===== src/hw/dmc_pkg.sv =====
// Behaviour
// - Mode 4: active once stator exceeds threshold
// - Mode 4 releases below threshold minus delta
// - Output stages off force setting signal low
// - Threshold and delta 0..599.00 Hz, defaults 3/2
// - Delta above threshold keeps output latched on
// - Sources 164, 163, 178 offered for linking
// - Mode 5: actual frequency reached the setpoint
// - Mode 6: percentage reached, x11/x30 only
// - Hysteresis 0.01..20.00 % of range, default 5
// - Output signals exposed as 175-177, combinable
// - Extension outputs exposed as 181 and 182
// - Codes 100..194 give inverted, low-active modes
package dmc_pkg;
  // Frequencies in 0.01 Hz, percentages in 0.01 %
  typedef logic [15:0] dmc_val_t;
  typedef logic [7:0]  dmc_code_t;

  localparam dmc_val_t FREQ_MAX      = 16'hE9FC;
  localparam dmc_val_t SET_FREQ_RST  = 16'h012C;
  localparam dmc_val_t OFF_DELTA_RST = 16'h00C8;
  localparam dmc_val_t DEV_MIN       = 16'h0001;
  localparam dmc_val_t DEV_MAX       = 16'h07D0;
  localparam dmc_val_t DEV_RST       = 16'h01F4;
  localparam logic [31:0] PCT_SCALE  = 32'h0000_2710;

  localparam dmc_code_t MODE_OFF      = 8'h00;
  localparam dmc_code_t MODE_ON       = 8'h01;
  localparam dmc_code_t MODE_SETFREQ  = 8'h04;
  localparam dmc_code_t MODE_FREQ_RCH = 8'h05;
  localparam dmc_code_t MODE_PCT_RCH  = 8'h06;
  localparam dmc_code_t MODE_INV_BASE = 8'h64;
  localparam dmc_code_t MODE_INV_LAST = 8'hC2;

  localparam dmc_code_t SRC_NONE     = 8'h00;
  localparam dmc_code_t SRC_FREQ_RCH = 8'hA3;
  localparam dmc_code_t SRC_SETFREQ  = 8'hA4;
  localparam dmc_code_t SRC_DIG1     = 8'hAF;
  localparam dmc_code_t SRC_DIG2     = 8'hB0;
  localparam dmc_code_t SRC_DIG3     = 8'hB1;
  localparam dmc_code_t SRC_PCT_RCH  = 8'hB2;
  localparam dmc_code_t SRC_EXT1     = 8'hB5;
  localparam dmc_code_t SRC_EXT2     = 8'hB6;

  // Output order: digital 1, multifunction, relay, ext 1, ext 2
  localparam int NUM_OUT  = 5;
  localparam int OUT_EXT1 = 3;
  localparam int NUM_EVT  = 3;

  typedef struct packed {
    logic                 pctReached;
    logic                 freqReached;
    logic                 setFreq;
    logic [NUM_OUT-1:0]   digSig;
  } dmc_src_t;

  typedef struct packed {
    dmc_code_t link;
    dmc_code_t mode;
  } dmc_outcfg_t;

  localparam int ADDR_W   = 12;
  localparam int WORD_LSB = 2;
  localparam int IDX_W    = 3;
  localparam logic [ADDR_W-1:0] ADDR_OUT_CFG0 = 12'h000;
  localparam logic [ADDR_W-1:0] ADDR_SET_FREQ = 12'h014;
  localparam logic [ADDR_W-1:0] ADDR_OFF_DLT  = 12'h018;
  localparam logic [ADDR_W-1:0] ADDR_MAX_DEV  = 12'h01C;
  localparam logic [ADDR_W-1:0] ADDR_STATUS   = 12'h020;
  localparam logic [ADDR_W-1:0] ADDR_IRQ_STAT = 12'h024;
  localparam logic [ADDR_W-1:0] ADDR_IRQ_MASK = 12'h028;
  localparam int TRANS_ACT = 1;
endpackage


===== src/hw/dmc_setfreq.sv =====
`timescale 1ns/10ps
module dmc_setfreq (
  // Clock and reset
  input  wire logic             clk,
  input  wire logic             srst,
  // Measured value and settings
  input  wire dmc_pkg::dmc_val_t statorFreq,
  input  wire dmc_pkg::dmc_val_t onThr,
  input  wire dmc_pkg::dmc_val_t offDelta,
  input  wire logic             stageEn,
  // Result
  output logic                  active
);
  import dmc_pkg::*;

  // Delta above threshold: no release level exists
  wire        noRelease = offDelta > onThr;
  wire [15:0] offThr    = onThr - offDelta;
  wire        above     = statorFreq > onThr;
  wire        below     = !noRelease && (statorFreq < offThr);

  always_ff @(posedge clk) begin
    if (srst || !stageEn)
      active <= 1'b0;
    else if (above)
      active <= 1'b1;
    else if (below)
      active <= 1'b0;
  end

  a_setfreq_on: assert property (@(posedge clk) disable iff (srst)
    stageEn && statorFreq > onThr |=> active)
    else $error("setting frequency not raised");
  a_setfreq_hold: assert property (@(posedge clk) disable iff (srst)
    active && stageEn && statorFreq >= onThr - offDelta && offDelta <= onThr |=> active)
    else $error("setting frequency dropped above release level");
  a_setfreq_latch: assert property (@(posedge clk) disable iff (srst)
    active && stageEn && offDelta > onThr |=> active)
    else $error("latched setting frequency released");
  a_setfreq_stage: assert property (@(posedge clk) disable iff (srst)
    !stageEn |=> !active)
    else $error("setting frequency high with stages off");
endmodule


===== src/hw/dmc_reached.sv =====
`timescale 1ns/10ps
module dmc_reached (
  // Clock and reset
  input  wire logic              clk,
  input  wire logic              srst,
  // Values
  input  wire dmc_pkg::dmc_val_t actual,
  input  wire dmc_pkg::dmc_val_t refVal,
  input  wire dmc_pkg::dmc_val_t rangeMax,
  input  wire dmc_pkg::dmc_val_t rangeMin,
  input  wire dmc_pkg::dmc_val_t maxDev,
  input  wire logic              enable,
  // Result
  output logic                   reached
);
  import dmc_pkg::*;

  // Scaled compare avoids a divider: |d| * 10000 <= range * dev
  wire [15:0] diff  = actual > refVal ? actual - refVal : refVal - actual;
  wire [15:0] range = rangeMax > rangeMin ? rangeMax - rangeMin : '0;
  wire [31:0] lhs   = 32'(diff) * PCT_SCALE;
  wire [31:0] rhs   = 32'(range) * 32'(maxDev);
  wire        inBand = lhs <= rhs;

  always_ff @(posedge clk) begin
    if (srst)
      reached <= 1'b0;
    else
      reached <= enable && inBand;
  end

  a_reached_band: assert property (@(posedge clk) disable iff (srst)
    enable && 32'(diff) * PCT_SCALE <= 32'(range) * 32'(maxDev) |=> reached)
    else $error("reached missing inside band");
  a_reached_out: assert property (@(posedge clk) disable iff (srst)
    !inBand || !enable |=> !reached)
    else $error("reached set outside band");
endmodule


===== src/hw/dmc_message_compare.sv =====
`timescale 1ns/10ps
module dmc_message_compare (
  // Clock and reset
  input  wire logic                clk,
  input  wire logic                srst,
  // AHB-Lite slave
  input  wire logic                hsel,
  input  wire logic [31:0]         haddr,
  input  wire logic [1:0]          htrans,
  input  wire logic                hwrite,
  input  wire logic [2:0]          hsize,
  input  wire logic [31:0]         hwdata,
  input  wire logic                hready,
  output logic [31:0]              hrdata,
  output logic                     hreadyout,
  output logic                     hresp,
  // Drive values
  input  wire dmc_pkg::dmc_val_t   statorFreq,
  input  wire dmc_pkg::dmc_val_t   refFreq,
  input  wire dmc_pkg::dmc_val_t   actFreq,
  input  wire dmc_pkg::dmc_val_t   maxFreq,
  input  wire dmc_pkg::dmc_val_t   minFreq,
  input  wire dmc_pkg::dmc_val_t   refPct,
  input  wire dmc_pkg::dmc_val_t   actPct,
  input  wire dmc_pkg::dmc_val_t   maxPct,
  input  wire dmc_pkg::dmc_val_t   minPct,
  input  wire logic                stageEn,
  input  wire logic                pctModeAvail,
  input  wire logic                extModPresent,
  // Source linking to drive functions
  input  wire dmc_pkg::dmc_code_t  linkCode,
  output logic                     linkVal,
  output dmc_pkg::dmc_src_t        sources,
  // Output terminals and interrupt
  output logic [dmc_pkg::NUM_OUT-1:0] digOut,
  output logic                     irq
);
  import dmc_pkg::*;

  dmc_outcfg_t         outCfg [NUM_OUT];
  dmc_val_t            setFreq;
  dmc_val_t            offDelta;
  dmc_val_t            maxDev;
  logic [NUM_EVT-1:0]  irqStat;
  logic [NUM_EVT-1:0]  irqMask;
  logic                dpWrite;
  logic [ADDR_W-1:0]   dpAddr;
  logic                setFreqSig;
  logic                freqReached;
  logic                pctReached;
  logic [NUM_OUT-1:0]  next_dig;

  // Pick a source by its linking code; registered sources break loops
  function automatic logic srcByCode(input dmc_code_t c, input dmc_src_t s);
    logic v;
    v = 1'b0;
    unique case (c)
      SRC_FREQ_RCH: v = s.freqReached;
      SRC_SETFREQ:  v = s.setFreq;
      SRC_PCT_RCH:  v = s.pctReached;
      SRC_DIG1:     v = s.digSig[0];
      SRC_DIG2:     v = s.digSig[1];
      SRC_DIG3:     v = s.digSig[2];
      SRC_EXT1:     v = s.digSig[OUT_EXT1];
      SRC_EXT2:     v = s.digSig[OUT_EXT1+1];
      default:      v = 1'b0;
    endcase
    return v;
  endfunction

  // Out-of-range writes saturate instead of wrapping
  function automatic dmc_val_t clampVal(input logic [31:0] v,
                                        input dmc_val_t lo, input dmc_val_t hi);
    dmc_val_t r;
    r = v[15:0];
    if (v > 32'(hi))
      r = hi;
    else if (v < 32'(lo))
      r = lo;
    return r;
  endfunction

  // Comparators
  dmc_setfreq u_setfreq (
    .clk        (clk),
    .srst       (srst),
    .statorFreq (statorFreq),
    .onThr      (setFreq),
    .offDelta   (offDelta),
    .stageEn    (stageEn),
    .active     (setFreqSig)
  );

  dmc_reached u_freq_rch (
    .clk      (clk),
    .srst     (srst),
    .actual   (actFreq),
    .refVal   (refFreq),
    .rangeMax (maxFreq),
    .rangeMin (minFreq),
    .maxDev   (maxDev),
    .enable   (1'b1),
    .reached  (freqReached)
  );

  dmc_reached u_pct_rch (
    .clk      (clk),
    .srst     (srst),
    .actual   (actPct),
    .refVal   (refPct),
    .rangeMax (maxPct),
    .rangeMin (minPct),
    .maxDev   (maxDev),
    .enable   (pctModeAvail),
    .reached  (pctReached)
  );

  // Per-output mode decode and linking
  for (genvar i = 0; i < NUM_OUT; i++) begin : g_out
    wire dmc_code_t md     = outCfg[i].mode;
    wire logic      inv    = md >= MODE_INV_BASE && md <= MODE_INV_LAST;
    wire dmc_code_t base   = inv ? md - MODE_INV_BASE : md;
    wire logic      legal  = md <= MODE_INV_LAST;
    wire logic      raw    = (base == MODE_ON)
                           | (base == MODE_SETFREQ  & setFreqSig)
                           | (base == MODE_FREQ_RCH & freqReached)
                           | (base == MODE_PCT_RCH  & pctReached & pctModeAvail);
    wire logic      modeV  = legal & (raw ^ inv);
    wire logic      linked = modeV | srcByCode(outCfg[i].link, sources);
    wire logic      fitted = (i < OUT_EXT1) || extModPresent;
    assign next_dig[i] = linked & fitted;
  end

  // Bus decode
  wire               addrPhase = hsel & hready & htrans[TRANS_ACT];
  wire [ADDR_W-1:0]  aAddr     = haddr[ADDR_W-1:0];
  wire [IDX_W-1:0]   aIdx      = aAddr[WORD_LSB +: IDX_W];
  wire [IDX_W-1:0]   dIdx      = dpAddr[WORD_LSB +: IDX_W];
  wire               aIsCfg    = aAddr < ADDR_SET_FREQ;
  wire               dIsCfg    = dpAddr < ADDR_SET_FREQ;
  wire               rdStat    = addrPhase & ~hwrite & (aAddr == ADDR_IRQ_STAT);
  wire [31:0]        rdMux     =
      aIsCfg                     ? 32'(outCfg[aIdx]) :
      aAddr == ADDR_SET_FREQ     ? 32'(setFreq) :
      aAddr == ADDR_OFF_DLT      ? 32'(offDelta) :
      aAddr == ADDR_MAX_DEV      ? 32'(maxDev) :
      aAddr == ADDR_STATUS       ? 32'(sources) :
      aAddr == ADDR_IRQ_STAT     ? 32'(irqStat) :
      aAddr == ADDR_IRQ_MASK     ? 32'(irqMask) : 32'h0000_0000;

  // Rising edges of the three message signals are the events
  wire [NUM_EVT-1:0] evtNew  = {pctReached, freqReached, setFreqSig};
  wire [NUM_EVT-1:0] evtOld  = {sources.pctReached, sources.freqReached, sources.setFreq};
  wire [NUM_EVT-1:0] evt     = evtNew & ~evtOld;
  // Event in the clearing cycle survives the read
  wire [NUM_EVT-1:0] next_irqStat = (rdStat ? '0 : irqStat) | evt;

  // Address phase capture
  always_ff @(posedge clk) begin
    if (srst) begin
      dpWrite <= 1'b0;
      dpAddr  <= '0;
    end else begin
      dpWrite <= addrPhase & hwrite;
      dpAddr  <= aAddr;
    end
  end

  // Zero-wait bus: read data latched at the address phase
  always_ff @(posedge clk) begin
    if (srst) begin
      hrdata    <= 32'h0000_0000;
      hreadyout <= 1'b1;
      hresp     <= 1'b0;
    end else begin
      hreadyout <= 1'b1;
      hresp     <= 1'b0;
      if (addrPhase && !hwrite)
        hrdata <= rdMux;
    end
  end

  // Configuration registers
  always_ff @(posedge clk) begin
    if (srst) begin
      for (int k = 0; k < NUM_OUT; k++)
        outCfg[k] <= '0;
      setFreq  <= SET_FREQ_RST;
      offDelta <= OFF_DELTA_RST;
      maxDev   <= DEV_RST;
      irqMask  <= '0;
    end else if (dpWrite) begin
      if (dIsCfg && dIdx < IDX_W'(NUM_OUT))
        outCfg[dIdx] <= hwdata[$bits(dmc_outcfg_t)-1:0];
      if (dpAddr == ADDR_SET_FREQ)
        setFreq <= clampVal(hwdata, '0, FREQ_MAX);
      if (dpAddr == ADDR_OFF_DLT)
        offDelta <= clampVal(hwdata, '0, FREQ_MAX);
      if (dpAddr == ADDR_MAX_DEV)
        maxDev <= clampVal(hwdata, DEV_MIN, DEV_MAX);
      if (dpAddr == ADDR_IRQ_MASK)
        irqMask <= hwdata[NUM_EVT-1:0];
    end
  end

  // Message outputs and sources
  always_ff @(posedge clk) begin
    if (srst) begin
      sources <= '0;
      digOut  <= '0;
      linkVal <= 1'b0;
      irqStat <= '0;
      irq     <= 1'b0;
    end else begin
      sources.setFreq     <= setFreqSig;
      sources.freqReached <= freqReached;
      sources.pctReached  <= pctReached & pctModeAvail;
      sources.digSig      <= next_dig;
      digOut              <= next_dig;
      linkVal             <= srcByCode(linkCode, sources);
      irqStat             <= next_irqStat;
      irq                 <= |(next_irqStat & irqMask);
    end
  end

  a_stage_off: assert property (@(posedge clk) disable iff (srst)
    !stageEn ##1 !$rose(stageEn) |=> !sources.setFreq)
    else $error("setting frequency source high with stages off");
  a_src_setfreq: assert property (@(posedge clk) disable iff (srst)
    ##1 sources.setFreq == $past(setFreqSig))
    else $error("source 164 does not follow comparator");
  a_ext_absent: assert property (@(posedge clk) disable iff (srst)
    !extModPresent |=> digOut[NUM_OUT-1:OUT_EXT1] == '0)
    else $error("extension output active without module");
  a_mode_four: assert property (@(posedge clk) disable iff (srst)
    outCfg[0] == dmc_outcfg_t'({SRC_NONE, MODE_SETFREQ}) |=> digOut[0] == $past(setFreqSig))
    else $error("mode 4 output wrong");
  a_mode_inv: assert property (@(posedge clk) disable iff (srst)
    outCfg[1] == dmc_outcfg_t'({SRC_NONE, MODE_INV_BASE + MODE_FREQ_RCH})
      |=> digOut[1] == !$past(freqReached))
    else $error("inverted mode output wrong");
  a_thr_range: assert property (@(posedge clk) disable iff (srst)
    setFreq <= FREQ_MAX && offDelta <= FREQ_MAX)
    else $error("threshold above limit");
  a_dev_range: assert property (@(posedge clk) disable iff (srst)
    maxDev >= DEV_MIN && maxDev <= DEV_MAX)
    else $error("deviation outside limits");
  a_pct_avail: assert property (@(posedge clk) disable iff (srst)
    !pctModeAvail |=> !sources.pctReached)
    else $error("percentage reached without configuration");
  a_irq_level: assert property (@(posedge clk) disable iff (srst)
    irq == |($past(next_irqStat) & $past(irqMask)))
    else $error("interrupt level mismatch");
endmodule


===== config.mk =====
export PLATFORM = sky130hd
export DESIGN_NAME = dmc_message_compare
export DESIGN_NICKNAME = d
export VERILOG_FILES = /design/src/hw/dmc_pkg.sv /design/src/hw/dmc_setfreq.sv /design/src/hw/dmc_reached.sv /design/src/hw/dmc_message_compare.sv
export SDC_FILE = /design/constraint.sdc
export NUM_CORES = 2
export LEC_CHECK = 0
export BUFFER_PORTS_ARGS = -buffer_cell sky130_fd_sc_hd__buf_2
export CAP_MARGIN = 20
export CELL_PAD_IN_SITES_DETAIL_PLACEMENT = 0
export CELL_PAD_IN_SITES_GLOBAL_PLACEMENT = 1
export CORE_MARGIN = 1.5
export CORE_UTILIZATION = 45
export CTS_BUF_LIST = sky130_fd_sc_hd__clkbuf_2 sky130_fd_sc_hd__clkbuf_4 sky130_fd_sc_hd__clkbuf_8
export CTS_CLUSTER_DIAMETER = 40
export DETAILED_ROUTE_END_ITERATION = 10
export GPL_TIMING_DRIVEN = 0
export MAX_ROUTING_LAYER = met4
export PLACE_DENSITY = 0.74
export SKIP_LAST_GASP = 1
export SYNTH_ARGS = -nofsm -noshare
export SYNTH_HDL_FRONTEND = slang
export SYNTH_SLANG_ARGS = --single-unit

===== constraint.sdc =====
create_clock -name clk -period 20.1 [get_ports clk]
set_input_delay 5.025 -clock clk [delete_from_list [all_inputs] [get_ports clk]]
set_output_delay 5.025 -clock clk [all_outputs]
set_load 0.02 [all_outputs]

Yosys cells after proc, flatten, opt, wreduce, memory -nomap -nowiden
Memories as Yosys holds them, arrays and structs flattened.
Index checks and enable logic that the tools add are counted.
{"block": "word_totals", "ram_bits": 80, "input_bits": 229, "elab_cells": 259, "ff_bits": 112, "out_inout_bits": 49, "mem_count": 1}
{"memory": "outCfg", "depth": 5, "word_bits": 16, "rd": 6, "rd_ports_with_merged_regs": 0, "wr": 5, "line": "dmc_message_compare.sv:40", "source": "dmc_outcfg_t outCfg [NUM_OUT];"}
{"block": "classes", "multipliers": 4, "n_mux": 38, "reduce_logical": 20, "eq_ne": 78, "n_bitwise": 63, "add_sub_neg": 12, "magnitude_cmp": 26}
{"cell": "$eq 8x8->1 const B", "n": 48}
{"cell": "$mux 16", "n": 13}
{"cell": "$eq 8x3->1 const B", "n": 15}
{"cell": "$sub 16x16->16", "n": 7}
{"cell": "$gt 16x16->1", "n": 6}
{"cell": "$eq 12x5->1 const B", "n": 6}
{"cell": "$le 30x32->1", "n": 2}
{"cell": "$lt 32x1->1 const B", "n": 2}
{"cell": "$mul 16x16->32", "n": 2}
{"cell": "$mul 16x10->26 const B", "n": 2}
{"cell": "$eq 12x6->1 const B", "n": 4}
{"cell": "$mux 8", "n": 6}
{"cell": "$pmux 1 s8", "n": 6}
{"cell": "$eq 8x1->1 const B", "n": 5}
{"cell": "$ge 8x7->1 const B", "n": 5}
{"cell": "$le 8x8->1 const B", "n": 5}
{"cell": "$sub 8x7->8 const B", "n": 5}
{"cell": "$and 1x1->1", "n": 33}
{"cell": "$gt 32x11->1 const B", "n": 1}
{"cell": "$gt 32x16->1 const B", "n": 1}
{"cell": "$lt 12x5->1 const B", "n": 2}
{"cell": "$or 1x1->1", "n": 20}
{"cell": "$lt 16x16->1", "n": 1}
{"cell": "$reduce_or 16->1", "n": 1}
{"cell": "other kinds (14)", "n": 43}

Logic depth before layout (Yosys ltp)
An unclocked memory read counts as a cell.
{"block": "logic_depth", "depth_word": 13, "depth_mapped": 44}

By module
Synthesis repeated with hierarchy kept, for this count alone.
{"block": "hier_totals", "hier_cells": 4640, "area_unflattened_um2": 40837.9}
{"mod": "dmc_reached (u_freq_rch)", "instances": 1, "cells_each": 1699, "area_per_inst_um2": 14087.3}
{"mod": "dmc_reached (u_pct_rch)", "instances": 1, "cells_each": 1682, "area_per_inst_um2": 13983.4}
{"mod": "dmc_message_compare", "instances": 1, "cells_each": 1050, "area_per_inst_um2": 11215.8}
{"mod": "dmc_setfreq", "instances": 1, "cells_each": 209, "area_per_inst_um2": 1551.5}

Worst setup path before layout
No wires, ideal clock.
{"block": "synth_path", "path_type": "input-to-reg", "start": "in maxPct[0]", "end": "reg u_pct_rch.reached", "cell_stages": 43, "t_required_ns": 20.019, "path_slack_ns": 6.301, "path_buffers": 2, "t_arrival_ns": 13.718, "cell_sequence": "inv_1 > ha_1 > inv_1 > fa_1 > a21o_1 > a21oi_1 > o21ai_0 > a41oi_1 > o21a_1 > nor2_1 > clkbuf_1 > and2_1 > clkbuf_1 > nand2_1 > fa_1 > inv_1 > fa_1 > inv_1 > [... 7 more ...] > ha_1 > a21oi_1 > o21ai_1 > a2111oi_0 > nor3_1 > or3_1 > o22a_1 > a41oi_1 > nor2b_1 > xor2_1 > ha_1 > a21oi_1 > nor2b_1 > o21ai_0 > o211ai_1 > a21oi_1 > a21oi_1 > a41oi_1"}
{"block": "synth_between", "elab_chain_cells": 5, "elab_cells_between_ends": 6}
{"item": "from (decl)", "line": "dmc_message_compare.sv:25", "source": "input wire dmc_pkg::dmc_val_t maxPct,"}
{"item": "$sub 16x16->16 / $gt 16x16->1 (equally long branches)", "line": "dmc_reached.sv:20", "source": "wire [15:0] range = rangeMax > rangeMin ? rangeMax - rangeMin : '0;"}
{"item": "$mux 16 *", "line": "dmc_reached.sv:20"}
{"item": "$mul 16x16->32 *", "line": "dmc_reached.sv:22", "source": "wire [31:0] rhs = 32'(range) * 32'(maxDev);"}
{"item": "$le 30x32->1 *", "line": "dmc_reached.sv:23", "source": "wire inBand = lhs <= rhs;"}
{"item": "$logic_and 1x1->1 *", "line": "dmc_reached.sv:29", "source": "reached <= enable && inBand;"}
{"item": "to (signal assigned)", "line": "dmc_reached.sv:29"}
{"item": "to (decl)", "line": "dmc_reached.sv:14", "source": "output logic reached"}
Mark *: on every way between the ends. The rest lies on a longest branch, timed or not.
A chain may end at the register's enable or synchronous reset.

Worst setup path in the final report
Same ends and word-level chain as after synthesis.

==> metrics.md <==
| Metric | Value |
|---|---|
| Bufs on Longest Clock Path | `3` |
| Post-Route WL | `126000 um` |
| RR Endpoint | `u_pct_rch.reached$_SDFF_PP0_` |
| R2R cell count | `30` |
| Post-synthesis sequential area ratio | `about 14%` |
| Clock sinks | `roughly 220` |
| Syn_area_per_cell | `8.80 um2` |
| Most numerous cell in the Yosys netlist | `inv_1` |
| Final Cell Area | `roughly 44000 um2` |
| Lkg Pwr | `22.5 nW` |
| Seq cells post-synth | `224` |
| WP data arrival | `16.18 ns` |
| R2R setup slack | `10.56 ns` |
| Total GRT Usage | `28.1%` |
| DR vias | `approximately 34000` |
| Max stage delay on crit path | `0.63 ns` |
| Synth cell types | `a little under 100` |
| Post-layout nets | `6218` |
| RSZ-0062 raised after global routing | `no` |
| Worst Hold Depth | `1` |
| Hold Startpoint | `offDelta[7]$_SDFFE_PP1P_` |
| Period minus WS final | `15.80 ns` |
| Post-route clock period utilization | `78.6%` |
| IO Pins | `between 200 and 300` |
| Hold_buf cts | `0` |
| Startpoint types | `primary input` |
| Core ar. | `89900 um2` |
| DRT antenna net count | `0` |
| Area leader, netlist | `fa_1` |
| WS Path Type | `primary input to flip-flop` |
| Endpoint, Worst Hold | `offDelta[7]$_SDFFE_PP1P_` |
| Top post-synthesis cells by area | `fa_1, ha_1, edfxtp_1` |
| Ranking of synthesized cells by instance count | `inv_1, ha_1, fa_1` |
| Mapped cell area | `40800 um2` |
| GP Congestion | `0.967` |
| Crit path max fanout | `10` |
| Slew Viols, Final | `0` |
| Total grt overflow | `0` |
| YS warnings | `0` |
| CP required | `20.48 ns` |
| Reg-to-reg startpoint | `maxDev[7]$_SDFFE_PP1P_` |
| Port Buffers | `234` |
| Post_cts resized | `0` |
| Status | `finished clean` |
| Cell Pwr Density | `188 nW/um2` |
| CP max stage cell | `fa_1` |
| Syn-to-layout area delta | `9.04%` |
| Register clock-pin slew on the reported worst setup and hold paths | `0.07 ns` |
| Initial Utilization | `between 40% and 50%` |
| CP Capture Type | `flip-flop` |
| Avg WL per Cell | `~20 um` |
| Die width | `304 um` |
| Root Buffer | `clkbuf_8` |
| Post-synth EDFFs | `roughly 130` |
| H-tree Lvls | `2` |
| Final setup fails | `0` |
| Clock skew | `0.0217 ns` |
| Post-DP HPWL | `approximately 100000 um` |
| Post-CTS Setup Inserts | `0` |
| Max-Cap Viols | `0` |
| Hold WS | `0.468 ns` |
| Clock Latency Late Sink | `0.56 ns` |
| Async set-reset flop share out of synthesis | `0%` |
| Worst VDD drop | `roughly 0.00034 V` |
| Num CTS Buffers | `35` |
| # diodes | `0` |
| Least-Margin Pin Slew | `around 1.2 ns` |
| Largest net degree at the start of global routing | `17` |
| Die Ht | `304 um` |
| Vias per cell | `5.52` |
| Drc violations | `0` |
| Hold Crit Class | `flip-flop to flip-flop` |
| 1st-pass router iterations | `5` |
| Post-synth top area share | `22.8%` |
| Die area | `approximately 92000 um2` |
| Rel. slew slack | `22.0%` |
| CTS tree | `built` |
| Layout fillers | `between 8000 and 9000` |
| Share of cells above drive strength 1 | `8.28%` |
| Initial antenna violation count | `1` |
| DP Area | `43700 um2` |
| Setup TNS | `0 ns` |
| Mapped Cells | `4635` |
| Drt first-iter violations | `2314` |
| FMAX | `about 63 MHz` |
| Vias in the first global route | `34600` |
| Main synth FF type | `edfxtp_1` |
| Row cnt | `110` |
| First-pass GRT wire length | `between 150000 and 200000 um` |
| Final hold violations | `0` |
[stage by stage]
stage	setup WS (ns)	total power, W	std cells	util [%]
floorplan	6.30	0.00626	4699	-
global route	3.55	0.00960	6174	49.5
CTS	4.38	0.00847	6174	49.5
finish	4.30	0.00834	6174	49.5
detailed placement	3.85	0.00795	6112	48.6
global placement	3.77	0.00790	6109	48.6
[sequential cells by signal (all words and copies together) (netlist names)]
signal	flops
digOut	5
dpAddr	12
dpWrite	1
hrdata	16
irq	1
irqMask	3
irqStat	3
linkVal	1
maxDev	16
offDelta	16
outCfg	128
setFreq	16
sources	3
u_freq_rch.reached	1
u_pct_rch.reached	1
u_setfreq.active	1
[final cells by class]
type | instances | area (um2) | share of cell area, %
multi-input combinational | 3421 | 31100 | 70.0
sequential | 224 | 5770 | 13.0
inverter | 833 | 3130 | 7.03
tap | 1176 | 1470 | 3.31
timing repair buffer | 237 | 1190 | 2.67
buffer | 221 | 991 | 2.23
clock buffer | 48 | 611 | 1.37
clock inverter | 14 | 174 | 0.391
[logic make-up after synthesis]
| group | Yosys count | share of synthesized area [%] |
|---|---|---|
| muxes | 91 | 3.24 |
| DFF | 224 | 14.1 |
| other | 2 | 0.0184 |
| and+or+nand+nor | 1345 | 17.0 |
| adders and majority gates | 1016 | 39.7 |
| buffers and inverters | 1054 | 10.1 |
| AOI/OAI and AO/OA | 731 | 12.1 |
| xor gates and xnor gates | 172 | 3.70 |
[worst max-delay path, delay by kind of cell]
family                   cells  cell delay, ns
AO/OA/AOI/OAI               16            3.57
AND/OR/NAND/NOR              7            1.70
buffers and inverters       10            1.44
adder cells (fa/ha/maj)     10            4.26
XOR/XNOR                     1            0.16
[routing by layer]
| metal | vias up | GRT usage (%) | part of all wire (%) |
|---|---|---|---|
| li1 | 16100 | - | - |
| met1 | 16600 | 33.0 | 40 |
| met2 | 1142 | 49.0 | 50 |
| met3 | 274 | 2.18 | 5.3 |
| met4 | 0 | 12.7 | 5.3 |
| met5 | - | - | 0 |
[placed cells by master (no fill, tap or decap), drive strengths merged, types with 54 or more instances in the layout]
cell type / instances
clkbuf: 226
dfxtp: 96
a21o: 103
and2: 141
nor2: 225
fa: 465
nand3: 143
o21ai: 123
nand2: 320
a21oi: 187
nor3: 60
inv: 834
nor2b: 54
xnor2: 108
xor2: 64
conb: 66
buf: 280
edfxtp: 128
and3: 208
ha: 551
[how the worst max path moves through the flow]
stage,startpoint,end,slack [ns],depth (start not counted)
final,maxPct[0],u_pct_rch.reached$_SDFF_PP0_,4.30,44
after global routing,maxPct[0],u_pct_rch.reached$_SDFF_PP0_,3.55,44
after CTS,maxPct[0],u_pct_rch.reached$_SDFF_PP0_,4.38,44
after detailed placement,maxPct[0],u_pct_rch.reached$_SDFF_PP0_,3.85,44
after floorplan,maxPct[0],u_pct_rch.reached$_SDFF_PP0_,6.30,43
after global placement,maxPct[0],u_pct_rch.reached$_SDFF_PP0_,3.77,44
[power breakdown]
group / switching [W] / internal (W) / total, W
Clock: 0.000194 / 0.000250 / 0.000444
Combinational: 0.00410 / 0.00327 / 0.00738
Sequential: 0.0000187 / 0.000504 / 0.000523
Note: power is estimated with default switching activity, not from simulation.
